--- config.mk ---
export PLATFORM = sky130hd
export DESIGN_NAME = dcf_fifo_ctrl
export DESIGN_NICKNAME = d
export VERILOG_FILES = /design/src/dcf_pkg.sv /design/src/dcf_fifo_ctrl.sv
export VERILOG_INCLUDE_DIRS = /design/src
export SDC_FILE = /design/constraint.sdc
export NUM_CORES = 1
export LEC_CHECK = 0
export ABC_AREA = 1
export BUFFER_PORTS_ARGS = -buffer_cell sky130_fd_sc_hd__buf_2
export CORE_AREA = 4 4 226 316
export CTS_CLUSTER_DIAMETER = 30
export DETAILED_ROUTE_END_ITERATION = 8
export DIE_AREA = 0 0 230 320
export GPL_TIMING_DRIVEN = 0
export MAX_ROUTING_LAYER = met4
export SLEW_MARGIN = 20
export SYNTH_ARGS = -nofsm -noshare
export SYNTH_HDL_FRONTEND = slang
export SYNTH_SLANG_ARGS = --single-unit
--- constraint.sdc ---
create_clock -name core_clk -period 5.48 [get_ports core_clk]
set_input_delay 0.548 -clock core_clk [delete_from_list [all_inputs] [get_ports core_clk]]
set_output_delay 0.548 -clock core_clk [all_outputs]
set_load 0.05 [all_outputs]
--- src/dcf_cfg.svh ---
// Constants for the dual clock fifo controller
`ifndef DCF_CFG_SVH
`define DCF_CFG_SVH
`define DCF_DW        9
`define DCF_OW        8
`define DCF_AW        6
`define DCF_CW        7
`define DCF_DEPTH     7'h40
`define DCF_NOFF      4
`define DCF_SYNC_W    17
`define DCF_OFF_EMPTY_LO 2'h0
`define DCF_OFF_EMPTY_HI 2'h1
`define DCF_OFF_FULL_LO  2'h2
`define DCF_OFF_FULL_HI  2'h3
`define DCF_OFF_LO_RST   8'h07
`define DCF_OFF_HI_RST   8'h00
`define DCF_DATA_RST     9'h000
`define DCF_PTR_RST      7'h00
`define DCF_SYNC_WCLK    16
`define DCF_SYNC_RCLK    15
`define DCF_PTR_STEP     7'h01
`define DCF_SEL_STEP     2'h1
`endif

--- src/dcf_pkg.sv ---
// Types for the dual clock fifo controller
package dcf_pkg;
    typedef enum logic [1:0] {
        DCF_SEL_EMPTY_LO = 2'b00,
        DCF_SEL_EMPTY_HI = 2'b01,
        DCF_SEL_FULL_LO  = 2'b10,
        DCF_SEL_FULL_HI  = 2'b11
    } dcf_sel_t;
    typedef logic [7:0] dcf_off_t;
endpackage

--- src/dcf_fifo_ctrl.sv ---
// Dual clock fifo controller with programmable flags
`timescale 1ns/1ps
`include "dcf_cfg.svh"
module dcf_fifo_ctrl
    import dcf_pkg::*;
(
    // Core clock and reset
    input  wire logic                 core_clk,
    input  wire logic                 rst,
    // Pin reset and mode pin
    input  wire logic                 reset_n,
    input  wire logic                 second_enable_or_load,
    // Write port pins
    input  wire logic                 write_clk,
    input  wire logic                 primary_write_enable_n,
    input  wire logic [`DCF_DW-1:0]   write_data_bus,
    // Read port pins
    input  wire logic                 read_clk,
    input  wire logic                 read_enable_a_n,
    input  wire logic                 read_enable_b_n,
    input  wire logic                 output_enable_n,
    output logic      [`DCF_DW-1:0]   read_data_bus,
    output logic                      read_data_oe,
    // Status flags
    output logic                      full_flag_n,
    output logic                      almost_full_flag_n,
    output logic                      empty_flag_n,
    output logic                      almost_empty_flag_n
);

    // Threshold from an offset byte pair, trimmed to address width
    function automatic logic [`DCF_CW-1:0] thr(input dcf_off_t lo,
                                                input dcf_off_t hi);
        logic [15:0] w;
        w = {hi, lo};
        thr = {1'b0, w[`DCF_AW-1:0]};
    endfunction

    // Pin synchronisers
    logic [`DCF_SYNC_W-1:0] s1_q;
    logic [`DCF_SYNC_W-1:0] s2_q;
    logic                   wclk_p_q;
    logic                   rclk_p_q;

    always_ff @(posedge core_clk)
    begin
        s1_q <= {write_clk, read_clk, reset_n, primary_write_enable_n,
                 second_enable_or_load, read_enable_a_n, read_enable_b_n,
                 output_enable_n, write_data_bus};
        s2_q <= s1_q;
        wclk_p_q <= s2_q[`DCF_SYNC_WCLK];
        rclk_p_q <= s2_q[`DCF_SYNC_RCLK];
    end

    logic              wclk_s;
    logic              rclk_s;
    logic              rstn_s;
    logic              wen_s;
    logic              load_s;
    logic              rena_s;
    logic              renb_s;
    logic              oen_s;
    logic [`DCF_DW-1:0] wdata_s;
    logic              wedge;
    logic              redge;
    logic              rst_all;

    assign {wclk_s, rclk_s, rstn_s, wen_s, load_s, rena_s, renb_s, oen_s,
            wdata_s} = s2_q;
    // Write and read sides advance only on their own pin clock edges
    assign wedge   = wclk_s & ~wclk_p_q;
    assign redge   = rclk_s & ~rclk_p_q;
    assign rst_all = rst | ~rstn_s;

    // State
    logic [`DCF_CW-1:0] wp_q, wp_d;
    logic [`DCF_CW-1:0] rp_q, rp_d;
    logic [`DCF_DW-1:0] rdata_q, rdata_d;
    logic               oe_q, oe_d;
    logic               dual_q, dual_d;
    dcf_sel_t           sel_q, sel_d;
    dcf_off_t           off_q [`DCF_NOFF];
    dcf_off_t           off_d [`DCF_NOFF];
    logic               ff_q, ff_d;
    logic               af_q, af_d;
    logic               ef_q, ef_d;
    logic               ae_q, ae_d;
    logic [`DCF_DW-1:0] mem_q [`DCF_DEPTH];

    logic [`DCF_CW-1:0] cnt;
    logic [`DCF_CW-1:0] cnt_n;
    logic               wr_fifo;
    logic               wr_ok;
    logic               wr_off;
    logic               rd_off;
    logic               rd_ok;

    always_comb
    begin
        wp_d    = wp_q;
        rp_d    = rp_q;
        rdata_d = rdata_q;
        sel_d   = sel_q;
        off_d   = off_q;
        ff_d    = ff_q;
        af_d    = af_q;
        ef_d    = ef_q;
        ae_d    = ae_q;
        oe_d    = ~oen_s;
        dual_d  = dual_q;
        cnt     = wp_q - rp_q;
        // Both modes write the array with load high and enable low
        wr_fifo = wedge & ~wen_s & load_s;
        wr_ok   = wr_fifo & (cnt != `DCF_DEPTH);
        wr_off  = wedge & ~dual_q & ~load_s & ~wen_s;
        rd_off  = redge & ~dual_q & ~load_s & ~rena_s & ~renb_s;
        rd_ok   = redge & ~rena_s & ~renb_s & ~rd_off
                  & (wp_q != rp_q);
        if (wr_ok)
        begin
            wp_d = wp_q + `DCF_PTR_STEP;
        end
        if (rd_ok)
        begin
            rp_d    = rp_q + `DCF_PTR_STEP;
            rdata_d = mem_q[rp_q[`DCF_AW-1:0]];
        end
        if (wr_off)
        begin
            off_d[sel_q] = wdata_s[`DCF_OW-1:0];
            sel_d        = dcf_sel_t'(sel_q + `DCF_SEL_STEP);
        end
        else if (rd_off)
        begin
            rdata_d = {1'b0, off_q[sel_q]};
            sel_d   = dcf_sel_t'(sel_q + `DCF_SEL_STEP);
        end
        cnt_n = wp_d - rp_d;
        if (wedge)
        begin
            // Full side sees reads only at its own edge
            ff_d = (cnt_n != `DCF_DEPTH);
            af_d = cnt_n < (`DCF_DEPTH - thr(off_q[`DCF_OFF_FULL_LO],
                                              off_q[`DCF_OFF_FULL_HI]));
        end
        if (redge)
        begin
            ef_d = (wp_d != rp_d);
            ae_d = cnt_n > thr(off_q[`DCF_OFF_EMPTY_LO],
                               off_q[`DCF_OFF_EMPTY_HI]);
        end
        if (rst_all)
        begin
            wp_d    = `DCF_PTR_RST;
            rp_d    = `DCF_PTR_RST;
            rdata_d = `DCF_DATA_RST;
            sel_d   = DCF_SEL_EMPTY_LO;
            off_d[`DCF_OFF_EMPTY_LO] = `DCF_OFF_LO_RST;
            off_d[`DCF_OFF_EMPTY_HI] = `DCF_OFF_HI_RST;
            off_d[`DCF_OFF_FULL_LO]  = `DCF_OFF_LO_RST;
            off_d[`DCF_OFF_FULL_HI]  = `DCF_OFF_HI_RST;
            ff_d    = 1'b1;
            af_d    = 1'b1;
            ef_d    = 1'b0;
            ae_d    = 1'b0;
            // Mode is caught while the pin reset is low
            dual_d  = rst ? 1'b0 : load_s;
        end
        if (rst)
        begin
            oe_d = 1'b0;
        end
    end

    always_ff @(posedge core_clk)
    begin
        wp_q    <= wp_d;
        rp_q    <= rp_d;
        rdata_q <= rdata_d;
        oe_q    <= oe_d;
        dual_q  <= dual_d;
        sel_q   <= sel_d;
        off_q   <= off_d;
        ff_q    <= ff_d;
        af_q    <= af_d;
        ef_q    <= ef_d;
        ae_q    <= ae_d;
    end

    // Storage array, written only by an accepted write
    logic [`DCF_DW-1:0] mem_d [`DCF_DEPTH];

    always_comb
    begin
        mem_d = mem_q;
        if (wr_ok)
        begin
            mem_d[wp_q[`DCF_AW-1:0]] = wdata_s;
        end
    end

    always_ff @(posedge core_clk)
    begin
        mem_q <= mem_d;
    end

    assign read_data_bus       = rdata_q;
    assign read_data_oe        = oe_q;
    assign full_flag_n         = ff_q;
    assign almost_full_flag_n  = af_q;
    assign empty_flag_n        = ef_q;
    assign almost_empty_flag_n = ae_q;
endmodule

# Word level (Yosys, flattened, before mapping)
# Index checks and enable logic that the tools add are counted.
[totals] register_bits=675 word_cells=151 out_inout_bits=14 input_bits=19
[classes] n_eq_ne=4 bitwise_logic=30 n_lt_le_gt_ge=7 add_sub_neg=6 n_mux=19 reduce_logical=3
[ops] cell="$bwmux W576" count=1
[ops] cell="$bmux W9 S6" count=1
[ops] cell="$demux W9 S6" count=1
[ops] cell="$mux W9" count=6
[ops] cell="$bwmux W32" count=1
[ops] cell="$mux W8" count=3
[ops] cell="$and A1 B1 Y1" count=16
[ops] cell="$bmux W8 S2" count=1
[ops] cell="$demux W8 S2" count=1
[ops] cell="$add A7 B1 Y7 const B" count=2
[ops] cell="$ge A7 B7 Y1 const B" count=2
[ops] cell="$mux W7" count=2
[ops] cell="$ne A7 B7 Y1" count=2
[ops] cell="$ne A7 B7 Y1 const B" count=2
[ops] cell="$not A6 Y7" count=2
[ops] cell="$sub A7 B7 Y7" count=2
[ops] cell="$not A1 Y1" count=10
[ops] cell="$gt A7 B6 Y1" count=1
[ops] cell="$lt A7 B1 Y1 const B" count=1
[ops] cell="$lt A7 B7 Y1" count=1
[ops] cell="$sub A7 B6 Y7 const A" count=1
[ops] cell="$mux W2" count=2
[ops] cell="$ge A3 B3 Y1 const B" count=1
[ops] cell="$lt A3 B1 Y1 const B" count=1
[ops] cell="other kinds (5)" count=6

# Logic depth before layout (Yosys ltp)
[logic_depth] word_depth=12 ltp_mapped=34 mapped_depth_nobuf=32

# Least setup slack after synthesis
# Ideal clock, no wire load.
[synth_path] path_type="register to register" from="register rp_q[1]" to="register ae_q (netlist: almost_empty_flag_n)" path_buffers=3 setup_slack_ns=1.241 setup_ns=0.113 t_required_ns=5.367 stages_incl_launch_ff=30 synth_period_minus_slack_ns=4.239 t_arrival_ns=4.126 path_cell_list="dfxtp_1 > buf_2 > inv_1 > clkbuf_1 > clkbuf_1 > ha_1 > nand2_1 > nand2_1 > nand2_1 > nand2_1 > nor2_1 > nand2_1 > nor2_1 > nand3_2 > nand2_2 > nor2_1 > nor2_1 > ha_1 > inv_1 > fa_1 > xor2_1 > ha_1 > a21oi_1 > o21ai_0 > a21oi_1 > nor2_1 > a211oi_1 > o21ai_0 > o21ai_1 > inv_1"
[synth_between] elab_chain_cells=6 word_cells_on_any_way=10 classes_between="add/sub (3); order compare (1); eq/ne (2); mux (2); bitwise (2)"
[synth_rtl] item="from (decl)" line_no="dcf_fifo_ctrl.sv:77" source="logic [`DCF_CW-1:0] rp_q, rp_d;"
[synth_rtl] item="from (signal assigned)" line_no="dcf_fifo_ctrl.sv:178" source="rp_q <= rp_d;"
[synth_rtl] item="$sub A7 B7 Y7" line_no="dcf_fifo_ctrl.sv:111" source="cnt = wp_q - rp_q;"
[synth_rtl] item="$ne A7 B7 Y1 (no line)"
[synth_rtl] item="$and A1 B1 Y1" line_no="dcf_fifo_ctrl.sv:114" source="wr_ok = wr_fifo & (cnt != `DCF_DEPTH);"
[synth_rtl] item="$mux W7" line_no="dcf_fifo_ctrl.sv:119" source="if (wr_ok)"
[synth_rtl] item="$sub A7 B7 Y7 *" line_no="dcf_fifo_ctrl.sv:138" source="cnt_n = wp_d - rp_d;"
[synth_rtl] item="$gt A7 B6 Y1 *" line_no="dcf_fifo_ctrl.sv:149" source="ae_d = cnt_n > thr(off_q[`DCF_OFF_EMPTY_LO],"
[synth_rtl] item="to (signal assigned)" line_no="dcf_fifo_ctrl.sv:187" source="ae_q <= ae_d;"
[synth_rtl] item="to (decl)" line_no="dcf_fifo_ctrl.sv:87" source="logic ae_q, ae_d;"
# Mark *: on every way between the ends. The rest lies on a longest branch, timed or not.
# A chain may end at the register's enable or synchronous reset.

# Worst setup path in the final report
[layout_path] from="register rp_q[5]" to="register ae_q (netlist: almost_empty_flag_n)"
# The elaborated chain is that of the path after synthesis.

==> impl_metrics.csv <==
group,metric,value,unit
status,run_status,"finished clean",
setup_path,regToRegSetupSlack,370,ps
pwr,static_leakage,11.1,nW
placed_design,io_buffer_count,32,
die,fp.dieH,320,µm
timing,hold_viol_final,0,
clock_tree,cts_root_buf,"clkbuf_16",
synth,mappedNetlistNets,2321,
placed_design,placedCellCount,3241,
synth,synth.cells.most_frequent,"edfxtp_1, nor2_1, o21ai_0, nand2_1, clkbuf_1",
hold_path,hold_depth,2,
setup_path,timing.critical_path.to_type,"flip-flop",
timing,skew,25.2,ps
timing,period_share,93.2,%
synth,ys.flop_type,"edfxtp_1",
die,row_count,114,
setup_path,crit-reg2reg-launch,"rp_q[5]",
clock_tree,cts_tree,"built",
grt,global_route.usage.total,26.4,%
setup_path,crit_required,6030,ps
detailed_routing,detailroute.via_count,20000,
die,chipWidth,230,µm
synth,post_synth_inst_count,2271,
timing,max_freq,196,MHz
placed_design,preCtsSetupSlack,-722,ps
synth,synth_async_sr_flop_share,0,%
detailed_routing,routed_wl,96400,µm
setup_path,critical_path.reg2reg.endpoint,"almost_empty_flag_n",
synth,post_synth_edffs,577,
setup_path,cp.arrival,5650,ps
placed_design,gpl.final_weighted_congestion,0.956,
synth,yosysSeqAreaShare,71.1,%
grt,number_of_global_route_vias_before_repair,19500,
timing,setup-tns-final,0,ps
hold_path,holdPathEnd,"read_data_oe",
grt,grt_start_max_net_pins,69,
finish,instances_no_fill,3465,
run,max_cap_violations,0,
synth,post_synth_instance_area,0.0271,mm²
clock_tree,tritoncts_num_sinks,675,
clock_tree,clk_buf_depth,3,
synth,synthesis.yosys.warnings,0,
clock_tree,clk_latency,660,ps
synth,post-synth-top-area-cell,"edfxtp_1",
setup_path,crit_type,"flip-flop to flip-flop",
clock_tree,cts-htree-levels,3,
finish,area_delta_synth_final,20.0,%
grt,antenna_found_initial,3,
detailed_routing,detailedRoute.firstIterationViolations,2323,
synth,synth-seq-cells,675,
placed_design,dpl.hpwl,65700,µm
grt,grt_first_pass_wirelength,136000,µm
detailed_routing,drt-wirelength-per-cell,27.8,µm
setup_path,timing.critical_path.slowest_cell_delay,760,ps
timing,layout_min_cycle_time,5110,ps
die,initial_core_util,39.5,%
setup_path,r2r_cells,25,
pwr,vdd.ir_drop.worst,0.249,mV
clock_tree,cts_buffers,106,
hold_path,hold_path.startpoint,"rst",
hold_path,min-delay-path-class,"input pin to flip-flop",
setup_path,worstPathMaxFanout,10,
detailed_routing,post_drt_via_cell_ratio,5.77,
synth,netlist.area_leader.share,63.9,%
timing,timing.final.setup_violations,0,
detailed_routing,antenna_violating_nets_post_route,0,
die,fp.coreArea,0.0688,mm²
finish,drive_gt1_share,13.6,%
synth,synth.lib_cells_used.distinct,40,
die,fp.dieArea,0.0736,mm²
die,io-pin-count,33,
clock_tree,worst_setup_hold_path_clk_slew,60,ps
timing,final_critical_path_setup_slack,374,ps
finish,nFillCells,6215,
timing,worst_hold_slack,88.2,ps
timing,worst_margin_pin_slew,1210,ps
synth,synth.avg_cell_area,11.9,µm²
setup_path,slowest_stage,"clkbuf_1",
timing,relSlewSlack,19.3,%
finish,fin_util,47.4,%
setup_path,critical_path.most_common_cell,"inv_1",
finish,layout.nets,2491,
detailed_routing,first_pass_iters,5,
synth,yosys.cell_count.top_type,"edfxtp_1",
pwr,power-per-cell-area,379,mW/mm²
timing,timing.final.max_slew_violations,0,
grt,grt-ovfl-total,0,
setup_path,timing.critical_path.from_type,"flip-flop",
synth,synth.area.top_cells,"edfxtp_1, dfxtp_1, o21ai_0",
detailed_routing,remaining_drc_errors,0,
timing,rsz0062_at_grt,"no",
[how the worst max path moves through the flow]
stage          startpoint                  end  slack, ps
4_1_cts           rp_q[1]  almost_empty_flag_n         40
2_1_floorplan     rp_q[1]  almost_empty_flag_n       1240
5_1_grt           rp_q[1]  almost_empty_flag_n         30
6_report          rp_q[5]  almost_empty_flag_n        370
3_3_place_gp      rp_q[1]  almost_empty_flag_n       -700
3_5_place_dp      rp_q[1]  almost_empty_flag_n       -720
[registers in the layout (all words and copies together) (netlist names), 2 cells and up]
signal / cells
read_data_bus: 9
sel_q: 2
rp_q: 7
wp_q: 7
off_q: 32
s1_q: 17
mem_q: 576
s2_q: 17
[through the flow]
stage                     area [µm²]  power [mW]
final                          32600        12.3
after global routing           32600        12.6
after CTS                      32500        12.4
after detailed placement       28700        5.88
after global placement         28500        5.87
after floorplan                27100        5.79
[cells by family (layout without fill, tap and decap cells)]
group	after synthesis	in the layout	share of synthesized area, %
AOI/OAI and AO/OA	611	611	12.7
xor gates and xnor gates	14	14	0.452
adders and majority gates	31	31	1.46
buffers and inverters	233	495	3.37
DFF	675	675	71.1
other	0	4	0
and+or+nand+nor	707	707	10.9
[layer usage]
metal / vias up / track usage, % / wire [µm] / part of all wire, %
met1: 9779 / 28.3 / 32600 / 34
met2: 1183 / 43.8 / 47600 / 49
met4: 0 / 17.9 / 7910 / 8.2
met3: 368 / 5.73 / 8300 / 8.6
met5: - / - / 0 / 0
li1: 8674 / - / - / -
[report_power, final]
part / internal (mW) / switching (mW)
Combinational: 0.0471 / 0.111
Sequential: 5.59 / 0.0383
Clock: 3.92 / 2.63
[cells in the final DEF (no fill, tap or decap), types with 58 or more instances in the layout]
| cell | count |
|---|---|
| o21ai_0 | 335 |
| nand3_1 | 106 |
| nor2_1 | 359 |
| a21oi_1 | 98 |
| dfxtp_1 | 89 |
| edfxtp_1 | 577 |
| o22ai_1 | 86 |
| nand2_1 | 166 |
| buf_2 | 58 |
| inv_1 | 84 |
| o221ai_1 | 58 |
| clkbuf_1 | 107 |
| clkbuf_16 | 109 |
[critical path: cells and delay by family, from the launching register on]
family,cells,cell delay [ps]
compound gates,7,1010
xor+xnor,1,270
fa+ha+maj,4,1330
buf+inv,5,1040
flops,1,430
simple gates,8,880
[repair_timing]
item,in CTS,in global routing
hold buffers,17,0
setup endpoints to repair,3,2
buffers inserted,1,6
pin swaps,1,0
endpoints found under the hold margin,17,0
resized for setup,4,7
[cell type report]
class	instances	area [µm²]	area share, %
Sequential cell	675	19300	59.3
Multi-Input combinational cell	1363	7030	21.6
Clock buffer	115	2760	8.48
Tap cell	928	1160	3.57
Clock inverter	85	771	2.37
Timing Repair Buffer	66	588	1.81
Buffer	133	549	1.69
Inverter	96	372	1.14
Antenna cell	4	10.0	0.0307
(Power assumes the default switching activity.)
